<file path="config.mk">
export PLATFORM = sky130hd
export DESIGN_NAME = fbrp_read_port
export DESIGN_NICKNAME = d
export VERILOG_FILES = /design/src/fbrp_pkg.sv /design/src/fbrp_read_port.sv
export VERILOG_INCLUDE_DIRS = /design/src
export SDC_FILE = /design/constraint.sdc
export NUM_CORES = 1
export LEC_CHECK = 0
export ABC_AREA = 1
export BUFFER_PORTS_ARGS = -buffer_cell sky130_fd_sc_hd__buf_2
export CORE_MARGIN = 5
export CORE_UTILIZATION = 40
export CTS_CLUSTER_SIZE = 16
export DETAILED_ROUTE_END_ITERATION = 8
export MAX_ROUTING_LAYER = met4
export PLACE_DENSITY = 0.73
export SLEW_MARGIN = 20
export SYNTH_ARGS = -nofsm -noshare
export SYNTH_HDL_FRONTEND = slang
export SYNTH_SLANG_ARGS = --single-unit
</file>
<file path="constraint.sdc">
create_clock -name core_clk -period 2.5 [get_ports core_clk]
set_clock_uncertainty 0.1 [all_clocks]
set_input_delay 0.625 -clock core_clk [delete_from_list [all_inputs] [get_ports core_clk]]
set_output_delay 0.625 -clock core_clk [all_outputs]
set_load 0.1 [all_outputs]
</file>
<file path="src/fbrp_regs.svh">
`ifndef FBRP_REGS_SVH
`define FBRP_REGS_SVH

// ==========================================================================
// timing
// ==========================================================================
// core clock period in ns (10 MHz)
`define FBRP_CLK_PERIOD_NS 100
// extra burst clock edges inserted at a 64-word or bank boundary
`define FBRP_BOUNDARY_EDGES 6'h02
// extra edges before the first word on a 3Eh/3Fh start, reduced-wait parts
`define FBRP_RW_START_EDGES 6'h02
// extra edge before the first word on an odd start, standard parts
`define FBRP_ODD_START_EDGES 6'h01

// ==========================================================================
// address layout
// ==========================================================================
// low address bits that count words inside a 64-word block
`define FBRP_BLOCK_MSB 5
`define FBRP_BLOCK_LAST 6'h3F
`define FBRP_BLOCK_PRELAST 6'h3E
// wrap group masks for the three linear wrap lengths
`define FBRP_WRAP8_MASK 6'h07
`define FBRP_WRAP16_MASK 6'h0F
`define FBRP_WRAP32_MASK 6'h1F
// first word of banks B, C and D; bank A starts at zero
`define FBRP_BANK_B_BASE 22'h080000
`define FBRP_BANK_C_BASE 22'h200000
`define FBRP_BANK_D_BASE 22'h380000

// ==========================================================================
// reset values
// ==========================================================================
`define FBRP_BANK_EN_RST 4'hF
`define FBRP_WAIT_RST 4'h5

`endif

</file>
<file path="src/fbrp_pkg.sv">
package fbrp_pkg;

  // burst read mode held in the configuration register
  typedef enum logic [1:0] {
    FBRP_CONT = 2'h0,
    FBRP_WRAP8 = 2'h1,
    FBRP_WRAP16 = 2'h2,
    FBRP_WRAP32 = 2'h3
  } fbrp_mode_e;

  // configuration register contents
  typedef struct packed {
    logic [3:0] wait_states;  // initial wait-state count
    fbrp_mode_e mode;         // burst read mode
    logic falling_edge;       // 1: falling clock edge is active
    logic flag_early;         // 1: valid flag rises one edge before data
    logic sync_en;            // 1: synchronous burst reads
  } fbrp_cfg_s;

  // read engine states, one-hot
  typedef enum logic [5:0] {
    FBRP_ASYNC = 6'h01,
    FBRP_SYNC_IDLE = 6'h02,
    FBRP_LATENCY = 6'h04,
    FBRP_OUTPUT = 6'h08,
    FBRP_BOUND = 6'h10,
    FBRP_STATUS = 6'h20
  } fbrp_state_e;

endpackage

</file>
<file path="src/fbrp_read_port.sv">
// Behaviour
// - async read: address latched on strobe rise
// - reset leaves device in async array read
// - banks stay readable until command write
// - after configuration set with sync_en, only burst reads
// - first word after latency, then one per edge
// - two-edge gap, flag low, at 64-word crossing
// - standard part: 3Eh/3Fh start skips crossing gap
// - reduced part: 3Eh/3Fh start adds initial gap
// - continuous burst wraps; stops on ce, clear, strobe
// - idle bank crossing adds the two-edge gap
// - busy bank crossing returns status, ignores clock
// - slow clock adds latency, flag held low
// - wrap modes cycle within aligned group
// - wrap modes never add boundary gaps
// - output enable high suspends, state kept
// - output enable low resumes at next edge
// - valid flag driven whenever chip enabled
// - reduced part: flag rise marks first word
// - standard part: odd start delays one edge
// - configuration register holds burst parameters
// - rising clock edge active by default
// - flag high when data valid, else low

`include "fbrp_regs.svh"

module fbrp_read_port #(
  parameter int ADDR_W = 22,
  parameter int DATA_W = 16,
  parameter logic [5:0] SLOW_EXTRA = 6'h02
) (
  input wire logic core_clk,                    // core clock, 10 MHz
  input wire logic rst_n,                       // async reset
  input wire logic hardware_clear_n,            // hardware reset pin
  input wire logic chip_enable_n,               // chip enable
  input wire logic output_enable_n,             // output enable
  input wire logic write_enable_n,              // write enable
  input wire logic address_valid_n,             // address strobe
  input wire logic burst_clk,                   // sampled burst clock
  input wire logic [ADDR_W-1:0] address_inputs, // word address
  input wire logic reduced_wait_part,           // reduced-wait option
  input wire logic slow_clock,                  // burst clock below 6 MHz
  input wire logic cfg_load,                    // config set, pulse
  input wire fbrp_pkg::fbrp_cfg_s cfg_in,       // new config value
  input wire logic cmd_write,                   // command write, pulse
  input wire logic [3:0] cmd_bank_sel,          // banks the command alters
  input wire logic [3:0] bank_busy,             // program or erase per bank
  input wire logic [DATA_W-1:0] status_word,    // status read value
  input wire logic [DATA_W-1:0] array_rdata,    // array word at array_addr
  output logic [ADDR_W-1:0] array_addr,         // array word address
  output logic [DATA_W-1:0] data_lines_out,     // data pins value
  output logic data_lines_oe,                   // data pins enable
  output logic data_valid_flag,                 // ready pin value
  output logic data_valid_flag_oe,              // ready pin enable
  output logic [3:0] bank_read_en,              // banks open for reads
  output fbrp_pkg::fbrp_cfg_s cfg_state,        // current configuration
  output logic sync_mode                        // burst reads active
);

  // ==========================================================================
  // elaboration checks
  // ==========================================================================
  // bank bases and 64-word blocks need the full 22-bit word address
  if (ADDR_W != 22) begin : g_bad_addr
    $error("fbrp_read_port needs ADDR_W of 22");
  end
  if (DATA_W < 1) begin : g_bad_data
    $error("fbrp_read_port needs DATA_W of at least 1");
  end
  // the six-bit wait counter must hold the longest initial wait
  if (SLOW_EXTRA > 6'h2D) begin : g_bad_slow
    $error("fbrp_read_port needs SLOW_EXTRA of at most 2Dh");
  end

  // ==========================================================================
  // registers
  // ==========================================================================
  fbrp_pkg::fbrp_state_e state;
  fbrp_pkg::fbrp_cfg_s cfg;
  logic [ADDR_W-1:0] addr;
  logic [5:0] cnt;
  logic skip_gap;
  logic flag;
  logic [DATA_W-1:0] data_q;

  // pin samples from the last core edge, and the bank read enables
  logic clk_prev;
  logic avd_prev;
  logic [3:0] bank_en;

  // ==========================================================================
  // decode
  // ==========================================================================
  // burst clock edge detect; polarity chosen by the configuration
  wire logic clk_rise = burst_clk & ~clk_prev;
  wire logic clk_fall = ~burst_clk & clk_prev;
  wire logic act_edge = cfg.falling_edge ? clk_fall : clk_rise;
  wire logic avd_rise = address_valid_n & ~avd_prev;

  // bus qualifiers; a suspended burst ignores its clock
  wire logic read_sel = ~chip_enable_n & write_enable_n;
  wire logic suspended = output_enable_n;
  wire logic step = act_edge & ~suspended;
  wire logic new_addr = read_sel & ~address_valid_n & act_edge;

  // continuous bursts cross blocks and banks
  wire logic is_cont = (cfg.mode == fbrp_pkg::FBRP_CONT);

  // start position inside the 64-word block
  wire logic [5:0] start_lo = address_inputs[`FBRP_BLOCK_MSB:0];
  wire logic start_late = (start_lo == `FBRP_BLOCK_PRELAST) |
                          (start_lo == `FBRP_BLOCK_LAST);

  // initial latency: waits, plus part-specific and slow-clock extras
  wire logic [5:0] rw_extra = (reduced_wait_part & start_late) ?
                              `FBRP_RW_START_EDGES : 6'h00;
  wire logic [5:0] odd_extra = (~reduced_wait_part & address_inputs[0]) ?
                               `FBRP_ODD_START_EDGES : 6'h00;
  wire logic [5:0] slow_extra = slow_clock ? SLOW_EXTRA : 6'h00;
  wire logic [5:0] init_lat = {2'h0, cfg.wait_states} + rw_extra +
                              odd_extra + slow_extra;

  // wrap group mask from the burst mode
  logic [5:0] wrap_mask;
  always_comb begin
    case (cfg.mode)
      fbrp_pkg::FBRP_WRAP8: wrap_mask = `FBRP_WRAP8_MASK;
      fbrp_pkg::FBRP_WRAP16: wrap_mask = `FBRP_WRAP16_MASK;
      fbrp_pkg::FBRP_WRAP32: wrap_mask = `FBRP_WRAP32_MASK;
      default: wrap_mask = 6'h00;
    endcase
  end

  // next burst address: full increment, or increment within the group
  wire logic [ADDR_W-1:0] addr_inc = addr + 22'h000001;
  wire logic [5:0] lo_inc = addr[5:0] + 6'h01;
  wire logic [ADDR_W-1:0] addr_wrap = {addr[ADDR_W-1:6],
                                       (addr[5:0] & ~wrap_mask) |
                                       (lo_inc & wrap_mask)};
  wire logic [ADDR_W-1:0] next_addr = is_cont ? addr_inc : addr_wrap;

  // bank of an address; banks A and D are smaller than banks B and C
  function automatic logic [1:0] bank_of(input logic [ADDR_W-1:0] a);
    logic [1:0] b;
    b = 2'h0;
    // search from the top bank down
    if (a >= `FBRP_BANK_D_BASE) begin
      b = 2'h3;
    end else if (a >= `FBRP_BANK_C_BASE) begin
      b = 2'h2;
    end else if (a >= `FBRP_BANK_B_BASE) begin
      b = 2'h1;
    end
    return b;
  endfunction

  // bank of this word and of the next one
  wire logic [1:0] cur_bank = bank_of(addr);
  wire logic [1:0] nxt_bank = bank_of(next_addr);
  // wrap modes never reach a 64-word crossing
  wire logic crossing = is_cont & (addr[5:0] == `FBRP_BLOCK_LAST);
  wire logic bank_change = crossing & (cur_bank != nxt_bank);

  // a closed bank answers like a busy one: status only
  wire logic nxt_busy = bank_busy[nxt_bank] | ~bank_en[nxt_bank];
  wire logic cur_busy = bank_busy[cur_bank] | ~bank_en[cur_bank];

  // flag rises one edge early when so configured and the wait is about over
  wire logic early_hit = cfg.flag_early & (cnt == 6'h02);

  // ==========================================================================
  // pin outputs
  // ==========================================================================
  // data pins only while selected for reading with outputs enabled
  assign data_lines_oe = read_sel & ~output_enable_n & hardware_clear_n;
  assign data_lines_out = data_q;
  // the ready pin follows chip enable alone, even while suspended
  assign data_valid_flag_oe = ~chip_enable_n;
  assign data_valid_flag = flag;

  // state seen from outside
  assign array_addr = addr;
  assign bank_read_en = bank_en;
  assign cfg_state = cfg;
  assign sync_mode = cfg.sync_en;

  // ==========================================================================
  // pin history for edge detection
  // ==========================================================================
  always_ff @(posedge core_clk or negedge rst_n) begin
    if (!rst_n) begin
      clk_prev <= 1'b0;
      avd_prev <= 1'b1;
    end else begin
      clk_prev <= burst_clk;
      avd_prev <= address_valid_n;
    end
  end

  // ==========================================================================
  // configuration and bank read enables
  // ==========================================================================
  // a hardware clear drops back to async reads; config set with sync_en enables bursts
  always_ff @(posedge core_clk or negedge rst_n) begin
    if (!rst_n) begin
      cfg <= '{wait_states: `FBRP_WAIT_RST, mode: fbrp_pkg::FBRP_CONT,
               falling_edge: 1'b0, flag_early: 1'b0, sync_en: 1'b0};
    end else if (!hardware_clear_n) begin
      cfg.sync_en <= 1'b0;
    end else if (cfg_load) begin
      cfg <= cfg_in;
    end
  end

  // banks stay readable until a command write alters them
  always_ff @(posedge core_clk or negedge rst_n) begin
    if (!rst_n) begin
      bank_en <= `FBRP_BANK_EN_RST;
    end else if (!hardware_clear_n) begin
      bank_en <= `FBRP_BANK_EN_RST;
    end else if (cmd_write) begin
      bank_en <= bank_en & ~cmd_bank_sel;
    end
  end

  // ==========================================================================
  // read data register
  // ==========================================================================
  // status replaces array data in the status state or a closed bank
  always_ff @(posedge core_clk or negedge rst_n) begin
    if (!rst_n) begin
      data_q <= '0;
    end else if (state == fbrp_pkg::FBRP_STATUS || cur_busy) begin
      data_q <= status_word;
    end else if (!(suspended && state != fbrp_pkg::FBRP_ASYNC)) begin
      data_q <= array_rdata;
    end
  end

  // ==========================================================================
  // read engine
  // ==========================================================================
  // one process keeps address, counter, gap skip and flag in step
  always_ff @(posedge core_clk or negedge rst_n) begin
    if (!rst_n) begin
      state <= fbrp_pkg::FBRP_ASYNC;
      addr <= '0;
      cnt <= 6'h00;
      skip_gap <= 1'b0;
      flag <= 1'b0;
    end else if (!hardware_clear_n) begin
      state <= fbrp_pkg::FBRP_ASYNC;
      flag <= 1'b0;
      skip_gap <= 1'b0;
    end else if (cfg_load) begin
      // a configuration set drops any burst in flight
      state <= cfg_in.sync_en ? fbrp_pkg::FBRP_SYNC_IDLE : fbrp_pkg::FBRP_ASYNC;
      flag <= 1'b0;
    end else if (!cfg.sync_en) begin
      // async reads: address taken when the strobe rises
      state <= fbrp_pkg::FBRP_ASYNC;
      flag <= 1'b0;
      if (avd_rise && read_sel) begin
        addr <= address_inputs;
      end
    end else if (chip_enable_n) begin
      // deselect ends the burst before the next word
      state <= fbrp_pkg::FBRP_SYNC_IDLE;
      flag <= 1'b0;
    end else if (new_addr) begin
      // a fresh address ends any burst and starts the initial wait
      addr <= address_inputs;
      cnt <= init_lat;
      skip_gap <= start_late;
      flag <= 1'b0;
      state <= fbrp_pkg::FBRP_LATENCY;
    end else begin
      case (state)
        fbrp_pkg::FBRP_SYNC_IDLE: begin
          flag <= 1'b0;
        end

        fbrp_pkg::FBRP_LATENCY: begin
          if (step) begin
            if (cnt <= 6'h01) begin
              state <= fbrp_pkg::FBRP_OUTPUT;
              flag <= 1'b1;
            end else begin
              cnt <= cnt - 6'h01;
              flag <= early_hit;
            end
          end
        end

        // one word per active edge
        fbrp_pkg::FBRP_OUTPUT: begin
          if (step) begin
            addr <= next_addr;
            // a busy bank ahead wins over the gap
            if (bank_change && nxt_busy) begin
              state <= fbrp_pkg::FBRP_STATUS;
              flag <= 1'b1;
            end else if (crossing && (bank_change || !skip_gap)) begin
              state <= fbrp_pkg::FBRP_BOUND;
              cnt <= `FBRP_BOUNDARY_EDGES + slow_extra;
              flag <= 1'b0;
              skip_gap <= 1'b0;
            end else begin
              flag <= 1'b1;
              if (crossing) begin
                skip_gap <= 1'b0;
              end
            end
          end
        end

        // gap edges at a boundary
        fbrp_pkg::FBRP_BOUND: begin
          if (step) begin
            if (cnt <= 6'h01) begin
              state <= fbrp_pkg::FBRP_OUTPUT;
              flag <= 1'b1;
            end else begin
              cnt <= cnt - 6'h01;
              flag <= early_hit;
            end
          end
        end

        fbrp_pkg::FBRP_STATUS: begin
          // clock ignored until a new address arrives
          flag <= 1'b1;
        end

        default: begin
          state <= fbrp_pkg::FBRP_SYNC_IDLE;
          flag <= 1'b0;
        end
      endcase
    end
  end

endmodule // fbrp_read_port

</file>
== Yosys cells after proc, flatten, opt, wreduce, memory -nomap -nowiden ==
Index checks and enable logic that the tools add are counted.

* Register bits: 67
* Input bits: 83
* Word-level logic and storage cells: 190
* Output and inout bits: 55

* Muxes and demuxes: 72
* Reduce and logical (&&, ||, !) cells: 18
* Bitwise operators: 33
* Magnitude comparators: 9
* Eq/ne operators: 37
* $add $sub $neg: 7

{| class="wikitable"
|+ Operators with widths
! operator !! number
|-
| $mux W22 || 7
|-
| $mux W6 || 16
|-
| $ge A22 B22 Y1 const B || 4
|-
| $ge A22 B20 Y1 const B || 2
|-
| $mux W16 || 2
|-
| $mux W1 || 30
|-
| $eq A6 B6 Y1 const B || 4
|-
| $add A22 B1 Y22 const B || 1
|-
| $pmux W6 S3 || 1
|-
| $ne A3 B1 Y1 const B || 5
|-
| $ne A3 B3 Y1 const B || 5
|-
| $pmux W5 S3 || 1
|-
| $and A1 B1 Y1 || 14
|-
| $mux W2 || 7
|-
| $ne A7 B5 Y1 const B || 2
|-
| $and A6 B6 Y6 || 2
|-
| $eq A6 B2 Y1 const B || 2
|-
| $pmux W6 S2 || 1
|-
| $not A1 Y1 || 10
|-
| $reduce_and A10 Y1 || 1
|-
| $bmux W1 S2 || 4
|-
| $mux W4 || 2
|-
| $ne A2 B2 Y1 const B || 4
|-
| $ne A8 B8 Y1 const B || 1
|-
| other kinds (36) || 48
|}

== Depth between registers and ports, before layout ==
Gate-level depths: netlist of run 1.

* Depth in word-level cells: 23
* Gate-level depth with buffers: 22
* Gate-level depth less buffers: 22

== Worst setup path before layout of run 1 ==
Ideal clock, no wire load.

* Path kind: input -> output
* Start point: in chip_enable_n
* End point: out data_lines_oe
* Path buffers: 0
* Data arrival time: 3.604 ns
* Stages: 3
* Required time: 1.775 ns
* Path slack: -1.829 ns
* Cell sequence: inv_1 > nand2_1 > nor3_1

* Cells in the longest elaborated chain, start to end: 4

{| class="wikitable"
|+ RTL lines
! what !! line !! text
|-
| start, declared || fbrp_read_port.sv:35 || <nowiki>input wire logic chip_enable_n,</nowiki>
|-
| $not A1 Y1 (no source line) || - ||
|-
| $and A1 B1 Y1 || fbrp_read_port.sv:101 || <nowiki>wire logic read_sel = ~chip_enable_n & write_enable_n;</nowiki>
|-
| $and A1 B1 Y1 (2 in series) || fbrp_read_port.sv:175 || <nowiki>assign data_lines_oe = read_sel & ~output_enable_n & hardware_clear_n;</nowiki>
|-
| end, declared || fbrp_read_port.sv:52 || <nowiki>output logic data_lines_oe,</nowiki>
|}

Every way passes these cells.

== Worst setup path after layout of run 1 ==
* Start point: reg addr[7], in the netlist array_addr[7]
* End point: reg cnt[3]

* Cells in the longest elaborated chain, start to end: 13
* Elaborated cells on any way between the ends: 28
* Those cells by class: add/sub (1); order compare (6); eq/ne (3); mux (11); bitwise (3); reduce/logical (4)

{| class="wikitable"
|+ RTL lines
! what !! line !! text
|-
| start, declared || fbrp_read_port.sv:80 || <nowiki>logic [ADDR_W-1:0] addr;</nowiki>
|-
| start signal, assigned || fbrp_read_port.sv:264 || <nowiki>addr <= address_inputs;</nowiki>
|-
| start signal, assigned || fbrp_read_port.sv:272 || <nowiki>addr <= address_inputs;</nowiki>
|-
| start signal, assigned || fbrp_read_port.sv:298 || <nowiki>addr <= next_addr;</nowiki>
|-
| $add A22 B1 Y22 || fbrp_read_port.sv:135 || <nowiki>wire logic [ADDR_W-1:0] addr_inc = addr + 22'h000001;</nowiki>
|-
| $mux W22 || fbrp_read_port.sv:140 || <nowiki>wire logic [ADDR_W-1:0] next_addr = is_cont ? addr_inc : addr_wrap;</nowiki>
|-
| $ge A22 B20 Y1 (no source line) || - ||
|-
| $mux W1 || fbrp_read_port.sv:151 || <nowiki>end else if (a >= `FBRP_BANK_B_BASE) begin</nowiki>
|-
| $mux W2 || fbrp_read_port.sv:149 || <nowiki>end else if (a >= `FBRP_BANK_C_BASE) begin</nowiki>
|-
| $mux W2 || fbrp_read_port.sv:147 || <nowiki>if (a >= `FBRP_BANK_D_BASE) begin</nowiki>
|-
| $bmux W1 S2 || fbrp_read_port.sv:165 || <nowiki>wire logic nxt_busy = bank_busy[nxt_bank] | ~bank_en[nxt_bank];</nowiki>
|-
| $mux W1 (not written as such) || fbrp_read_port.sv:165 ||
|-
| $not A1 Y1 || fbrp_read_port.sv:165 ||
|-
| $or A1 B1 Y1 || fbrp_read_port.sv:165 ||
|-
| $logic_and A1 B1 Y1 || fbrp_read_port.sv:300 || <nowiki>if (bank_change && nxt_busy) begin</nowiki>
|-
| $ne A3 B3 Y1 (no source line) || - ||
|-
| $reduce_and A10 Y1 (no source line) * || - ||
|-
| end signal, assigned || fbrp_read_port.sv:289 || <nowiki>cnt <= cnt - 6'h01;</nowiki>
|-
| end signal, assigned || fbrp_read_port.sv:305 || <nowiki>cnt <= `FBRP_BOUNDARY_EDGES + slow_extra;</nowiki>
|-
| end signal, assigned || fbrp_read_port.sv:324 || <nowiki>cnt <= cnt - 6'h01;</nowiki>
|-
| end, declared || fbrp_read_port.sv:81 || <nowiki>logic [5:0] cnt;</nowiki>
|}

Mark *: on every way between the ends. The rest lies on a longest branch, timed or not. The select of a mux whose other input is x is not followed.
A chain may end at the register's enable or synchronous reset.

==> flow_summary.toml, run 1 <==
[yosys]
combined_area_of_all_synthesized_cells_mm2 = 0.00427
async_reset_ff_share_pct = 100
synth_top_family_by_area = "simple AND/OR/NAND/NOR gates"
synth-seq-area-share_pct = 39.5
ys.flop_type = "sky130_fd_sc_hd__dfrtp_1"
synth_compound_area_share_pct = 14.2
synth-seq-cells = 67
ys.warnings.count = 0
synth_xor_area_share_pct = 3.90
post_synthesis_share_of_cell_area_spent_on_and_or_nand_and_nor_gates_pct = 29.0
yosys-mux-area-fraction_pct = 1.64
proportion_of_netlist_area_held_by_the_largest_area_contributor_pct = 34.6
synth.lib_cells_used.distinct = 41
synthAdderAreaFrac_pct = 3.28
post_syn_area_per_cell_um2 = 7.42
synth_edf_count = 0
synthesis.instances = 576
post_synth_main_area_contributors = "sky130_fd_sc_hd__dfrtp_1 35%, sky130_fd_sc_hd__nand2_1 13%, sky130_fd_sc_hd__nor2_1 6.3%, sky130_fd_sc_hd__inv_1 6.1%, sky130_fd_sc_hd__dfstp_2 4.9%"
syn-num-nets = 669
synth_area_leader_cell = "sky130_fd_sc_hd__dfrtp_1"

[critical_path]
critPathArrivalTime_ns = 2.59
required_ns = 2.64
path_class = "reg -> reg"
worstSetupStartpointType = "flop"
worst_setup_path_end_kind = "flop"
critPathMaxFanout = 7

[timing]
maxSlewViolCount = 0
timing_worst_slew_pin_value_ns = 0.652
tns_ns = 0
timing.final.hold_violations = 0
rsz_0062_raised_after_global_routing = "yes"
slew_headroom_pct = 56.5
setup_violation_total_in_the_final_timing_report = 0
max_freq_mhz = 408
post-route-min-period_ns = 2.45
post-route-period-util_pct = 98.1

[run]
cap_viol_max_count = 0

[drt]
detail_route.iter0.violations = 299
drc_errors = 0
met3_length_um = 585
drt.antenna.violating_nets = 0
detailed_route_wire_length_on_metal_1_mm = 5.06
wl_cell_um = 14.1
vias = 4481
routed_wl_mm = 12.6
detailroute.wirelength.met2_mm = 6.71
detail_route.first_pass.iterations = 5
top_layer = "met4"
viasPerCell = 5.03

[floorplanning]
core.rowCount = 37
initial_core_util_pct = 41.2
core_area_mm2 = 0.0104
chipHeight_um = 113
floorplan.die.width_um = 113
boundaryPins = 138
floorplan.die_area_mm2 = 0.0128

[place]
hpwlAfterDp_mm = 9.54
placed_cells_incl_taps = 861
final_gp_congestion = 0.853
port_buffers = 137

[cells_and_area]
share_of_post_route_cells_with_drive_strength_above_1_pct = 39.4
post-route-util_pct = 56.1
final_net_count = 841
fillCellCount = 948
finalNonFillerCells = 890
layout-area-overhead-vs-synth_pct = 36.1

[clocking]
cts_buffer_depth = 2
cts_made_buffers = 9
cts_tree = "built"
clkSinkCount = 67
h_tree_level_count = 3
clk_pin_slew_worst_paths_ns = 0.07
worstSkewPairLatency_ns = 0.35
ctsRootBufferMaster = "sky130_fd_sc_hd__clkbuf_8"

[grt]
grt_pass1_wl_mm = 19.9
number_of_antenna_violations_at_the_first_check_in_global_routing = 1
grt_max_degree = 33
grtUsageTotal_pct = 19.4
number_of_global_route_vias_before_repair = 4380
grt.overflow.total = 0

[status]
outcome = "finished, final reports clean"

[pwr]
cellLeakagePower_nw = 2.97
power_per_cell_area_mw_per_mm2 = 1020
design_power_total_mw = 5.96
ir_worst_vdd_uv = 820

[worst_hold_path]
hold_class = "in -> async"
[report_power, final]
part           switching [mW]  internal, mW
Clock                   0.405         0.413
Combinational            2.79         0.670
Sequential              0.273          1.40
Total                    3.47          2.49
[per-stage QoR]
step	setup slack, ns	hold WS, ns	instance area, µm²
after global placement	-0.219	0.357	5390
after floorplan	-0.106	0.229	4380
after detailed placement	-0.286	0.367	5390
after CTS	0.0190	0.222	5560
after global routing	-0.0894	0.266	5820
final	0.0467	0.205	5820
[logic make-up after synthesis]
| logic type | count (synthesis) |
|---|---|
| simple gates | 279 |
| compound gates | 100 |
| buf+inv | 94 |
| flops | 67 |
| xor+xnor | 19 |
| fa+ha+maj | 10 |
| mux | 7 |
[layer usage]
layer	track usage, %	vias up
li1	-	2213
met1	21.9	2132
met2	34.3	117
met3	2.94	19
met4	7.61	0
met5	-	-
[area by class of cell]
cell class	instances	area, µm²	area share [%]
antenna	1	2.50	0.0430
clock buffer	14	163	2.80
clock inverter	2	10.0	0.172
inverter	80	307	5.27
multi-input combinational	416	2420	41.7
sequential	67	1740	29.9
tap	136	170	2.93
timing repair buffer	174	1000	17.3
[flip-flops by register name (all words and copies together), names as in the netlist]
name	cells
array_addr	22
data_lines_out	16
cfg_state	8
cnt	6
state	6
bank_read_en	4
avd_prev	1
clk_prev	1
data_valid_flag	1
skip_gap	1
sync_mode	1
[repair_timing]
| action | 4_1_cts | 5_1_grt |
|---|---|---|
| gates resized for setup | 0 | 40 |
| hold endpoints to repair | 0 | 0 |
| endpoints found under the setup margin | 0 | 11 |
| setup buffers | 0 | 11 |
| hold buffers | 0 | 0 |
[synthesized netlist by cell type, types with 4 or more instances]
cell type	number
sky130_fd_sc_hd__clkbuf_1	8
sky130_fd_sc_hd__inv_1	69
sky130_fd_sc_hd__dfstp_2	8
sky130_fd_sc_hd__nor3_1	8
sky130_fd_sc_hd__o211ai_1	5
sky130_fd_sc_hd__o22ai_1	7
sky130_fd_sc_hd__xor2_1	14
sky130_fd_sc_hd__xnor2_1	5
sky130_fd_sc_hd__inv_2	9
sky130_fd_sc_hd__a21oi_1	14
sky130_fd_sc_hd__a211oi_1	6
sky130_fd_sc_hd__nand2_2	12
sky130_fd_sc_hd__buf_2	4
sky130_fd_sc_hd__o21ai_0	34
sky130_fd_sc_hd__mux2i_1	7
sky130_fd_sc_hd__nand4_1	8
sky130_fd_sc_hd__dfrtp_1	59
sky130_fd_sc_hd__nor2_1	72
sky130_fd_sc_hd__a31oi_1	21
sky130_fd_sc_hd__ha_1	8
sky130_fd_sc_hd__nand3_1	16
sky130_fd_sc_hd__o21ai_1	6
sky130_fd_sc_hd__nand2_1	148
[worst max-delay path: stages, from the launching register on]
cell                      delay, ns
sky130_fd_sc_hd__dfrtp_4       0.44
sky130_fd_sc_hd__nand2_1       0.10
sky130_fd_sc_hd__nor2_1        0.13
sky130_fd_sc_hd__nand2_2       0.10
sky130_fd_sc_hd__nor2_8        0.17
sky130_fd_sc_hd__nand3_2       0.08
sky130_fd_sc_hd__nand2_1       0.08
sky130_fd_sc_hd__nand2_2       0.09
sky130_fd_sc_hd__inv_2         0.07
sky130_fd_sc_hd__nand2_2       0.06
sky130_fd_sc_hd__nand2_4       0.08
sky130_fd_sc_hd__nand2_2       0.06
sky130_fd_sc_hd__nand2_1       0.06
sky130_fd_sc_hd__nand2_1       0.06
sky130_fd_sc_hd__nand2_2       0.10
sky130_fd_sc_hd__nand3_4       0.09
sky130_fd_sc_hd__nand2_4       0.11
sky130_fd_sc_hd__nand2_8       0.08
sky130_fd_sc_hd__nand2_4       0.12
sky130_fd_sc_hd__nand2_2       0.06
sky130_fd_sc_hd__o21ai_2       0.06
sky130_fd_sc_hd__inv_2         0.03
[path summary, 6_finish.rpt]
check                                             from                          end  slack [ns]  cells after the start
min in group core_clk                  address_valid_n           avd_prev$_DFF_PN1_        0.32                      1
min                                              rst_n   array_addr[16]$_DFFE_PN0P_        0.21                      1
max                          array_addr[7]$_DFFE_PN0P_           cnt[3]$_DFFE_PN0P_        0.05                     21
max in group asynchronous                        rst_n         state[0]$_DFFE_PN1P_        1.36                      2
max reg2reg                  array_addr[7]$_DFFE_PN0P_           cnt[3]$_DFFE_PN0P_        0.05                     21
min reg2reg                bank_read_en[0]$_DFFE_PN1P_  bank_read_en[0]$_DFFE_PN1P_        0.38                      2
[placed cells by master (no fill, tap or decap), types with 3 or more instances in the layout]
cell and n:
sky130_fd_sc_hd__nor2_1 68, sky130_fd_sc_hd__mux2i_1 7, sky130_fd_sc_hd__a211oi_1 6, sky130_fd_sc_hd__inv_1 65, sky130_fd_sc_hd__nor3_1 7, sky130_fd_sc_hd__dfrtp_4 7
sky130_fd_sc_hd__o21ai_2 5, sky130_fd_sc_hd__a21oi_1 13, sky130_fd_sc_hd__a31oi_1 21, sky130_fd_sc_hd__dfrtp_2 19, sky130_fd_sc_hd__clkbuf_8 11, sky130_fd_sc_hd__nand2_1 136
sky130_fd_sc_hd__buf_4 36, sky130_fd_sc_hd__ha_1 6, sky130_fd_sc_hd__nand3_1 8, sky130_fd_sc_hd__nand2_2 20, sky130_fd_sc_hd__inv_2 12, sky130_fd_sc_hd__dfrtp_1 33
sky130_fd_sc_hd__nor2_4 7, sky130_fd_sc_hd__nand2_4 6, sky130_fd_sc_hd__xor2_1 14, sky130_fd_sc_hd__o211ai_1 5, sky130_fd_sc_hd__xnor2_1 5, sky130_fd_sc_hd__nand4_1 8
sky130_fd_sc_hd__o22ai_1 7, sky130_fd_sc_hd__clkbuf_1 3, sky130_fd_sc_hd__o21ai_1 6, sky130_fd_sc_hd__nand3_2 9, sky130_fd_sc_hd__buf_2 134, sky130_fd_sc_hd__o21ai_0 32
sky130_fd_sc_hd__dfstp_2 8
Power figures use the tool's default switching activity.
==> run 2, diff against run 1 <==
--- a/config.mk
+++ b/config.mk
@@ -12,7 +12,6 @@
 export CORE_UTILIZATION = 40
 export CTS_CLUSTER_SIZE = 16
 export DETAILED_ROUTE_END_ITERATION = 8
-export MAX_ROUTING_LAYER = met4
 export PLACE_DENSITY = 0.73
 export SLEW_MARGIN = 20
 export SYNTH_ARGS = -nofsm -noshare
==> run 2 against run 1 <==
  * Clock power about the same
  * First-iteration DRC count fell by 1.7%
  * Sequential power about the same
  * Non-clock buffer count did not move
  * Total power about the same
  * Largest cell class unchanged
  * Core utilization stayed put
  * Clock-buffer cell count is the same
==> flow_summary.toml, run 2 (synthesized netlist as in run 1, its figures left out) <==
[critical_path]
timing.critical_path.slowest_cell_delay_ns = 0.44
critPathMaxFanout = 7
required_ns = 2.64
cp_common_cell = "sky130_fd_sc_hd__nand2_2"
worst_setup_path_end_kind = "flop"
critPathArrivalTime_ns = 2.59
worst_path_max_delay_cell = "sky130_fd_sc_hd__dfrtp_4"
cp_cell_sequence = "nand2_1 > nor2_1 > nand2_2 > nor2_8 > nand3_2 > nand2_1 > nand2_2 > inv_2 > nand2_2 > nand2_4 > nand2_2 > nand2_1 > nand2_1 > nand2_2 > nand3_4 > nand2_4 > nand2_8 > nand2_4 > nand2_2 > o21ai_2 > inv_2"
worstSetupStartpointType = "flop"
path_class = "reg -> reg"

[cells_and_area]
mostFrequentLayoutCells = "136 x sky130_fd_sc_hd__nand2_1, 134 x sky130_fd_sc_hd__buf_2, 68 x sky130_fd_sc_hd__nor2_1, 65 x sky130_fd_sc_hd__inv_1, 36 x sky130_fd_sc_hd__buf_4"
largest_register_ff_count = 22
final_net_count = 841
finalNonFillerCells = 890
multi_input_area_mm2 = 0.00242
seqCellArea_mm2 = 0.00174
layout-area-overhead-vs-synth_pct = 36.1
layout_commonest_cell = "sky130_fd_sc_hd__nand2_1"
fillCellCount = 948
share_of_post_route_cells_with_drive_strength_above_1_pct = 39.4

[grt]
grt.overflow.total = 0
grtUsageTotal_pct = 18.8
grt_max_degree = 33
grt_pass1_wl_mm = 19.9
number_of_antenna_violations_at_the_first_check_in_global_routing = 1
number_of_global_route_vias_before_repair = 4379

[clocking]
cts_buffer_depth = 2
clkSinkCount = 67
cts_hold_buf = 0
ctsRootBufferMaster = "sky130_fd_sc_hd__clkbuf_8"
h_tree_level_count = 3
cts_tree = "built"
cts_made_buffers = 9
clk_pin_slew_worst_paths_ns = 0.07
worstSkewPairLatency_ns = 0.35

[timing]
maxSlewViolCount = 0
max_freq_mhz = 408
post-route-min-period_ns = 2.45
rsz_0062_raised_after_global_routing = "yes"
timing.final.hold_violations = 0
slew_headroom_pct = 56.4
setup_violation_total_in_the_final_timing_report = 0
fin_worst_hold_slack_ns = 0.206
timing_worst_slew_pin_value_ns = 0.654
post-route-period-util_pct = 98.0

[drt]
detail_route.iter0.violations = 294
detail_route.first_pass.iterations = 4
drt.antenna.violating_nets = 0
vias = 4486
wl_cell_um = 14.1
viasPerCell = 5.04
drc_errors = 0
routed_wl_mm = 12.6

[pwr]
netSwitchingPower_mw = 3.47
ir_worst_vdd_uv = 818
share_clk_of_total_power_pct = 13.7
share_comb_of_total_power_pct = 58.1
internal-power_mw = 2.49
p_sw_share_pct = 58.3
power_frac_seq_pct = 28.1
power_per_cell_area_mw_per_mm2 = 1020
design_power_total_mw = 5.96
cellLeakagePower_nw = 2.97

[floorplanning]
chipHeight_um = 113
initial_core_util_pct = 41.2
floorplan.die_area_mm2 = 0.0128
floorplan.die.width_um = 113
core_area_mm2 = 0.0104
boundaryPins = 138
core.rowCount = 37

[place]
port_buffers = 137
final_gp_congestion = 0.840
placed_cells_incl_taps = 861
hpwlAfterDp_mm = 9.54

[status]
outcome = "finished, final reports clean"

[worst_hold_path]
hold_class = "in -> async"

[run]
cap_viol_max_count = 0
==> run 2: critical path, delay by kind of cell, from the launching register on <==
family | cells | cell delay (ns)
compound gates | 1 | 0.06
buf+inv | 2 | 0.10
flops | 1 | 0.44
simple gates | 18 | 1.63
==> run 2: power by group through the flow <==
stage	clock (mW)	sequential (mW)	combinational, mW
2_1_floorplan	0	3.58	0.766
3_3_place_gp	0	1.68	3.28
3_5_place_dp	0	1.70	3.32
4_1_cts	0.846	1.68	3.32
5_1_grt	0.895	1.72	3.64
6_report	0.817	1.68	3.46
==> run 2: metrics by stage <==
step | utilization (%) | worst slack, ns | area [µm²] | setup TNS, ns
final | 56.1 | 0.0495 | 5820 | 0
after detailed placement | 52.0 | -0.286 | 5390 | -0.519
after global placement | 52.0 | -0.219 | 5390 | -0.398
after floorplan | - | -0.106 | 4380 | -1.43
after CTS | 53.7 | 0.0190 | 5560 | 0
after global routing | 56.1 | -0.0894 | 5820 | -0.625
==> run 2: metal layers <==
layer	up-vias	part of all wire (%)	global-route usage (%)
met5	-	0	0
met4	0	2.0	7.61
met3	20	5.0	3.16
met2	124	53	34.4
met1	2130	40	21.7
li1	2212	-	-
==> run 2: what timing repair did <==
action / 4_1_cts / 5_1_grt
endpoints found under the setup margin: 0 / 11
setup buffers: 0 / 11
resized for setup: 0 / 40
==> run 2: path summary, 6_finish.rpt <==
kind	start	endpoint	slack, ns	cells past startpoint
worst max register to register	array_addr[7]$_DFFE_PN0P_	cnt[3]$_DFFE_PN0P_	0.05	21
min in group core_clk	address_valid_n	avd_prev$_DFF_PN1_	0.32	1
max in group asynchronous	rst_n	state[0]$_DFFE_PN1P_	1.36	2
worst min register to register	bank_read_en[0]$_DFFE_PN1P_	bank_read_en[0]$_DFFE_PN1P_	0.38	2
worst max-delay path	array_addr[7]$_DFFE_PN0P_	cnt[3]$_DFFE_PN0P_	0.05	21
worst min-delay path	rst_n	array_addr[16]$_DFFE_PN0P_	0.21	1
==> run 2: cell type report <==
class                   count  share of cell area, %
multi-input cells         416                   41.7
flip-flops and latches     67                   29.9
repair buffers            174                   17.3
inverters                  80                   5.27
well taps                 136                   2.93
clock buffers              14                   2.80
clock inverters             2                  0.172
diodes                      1                 0.0430
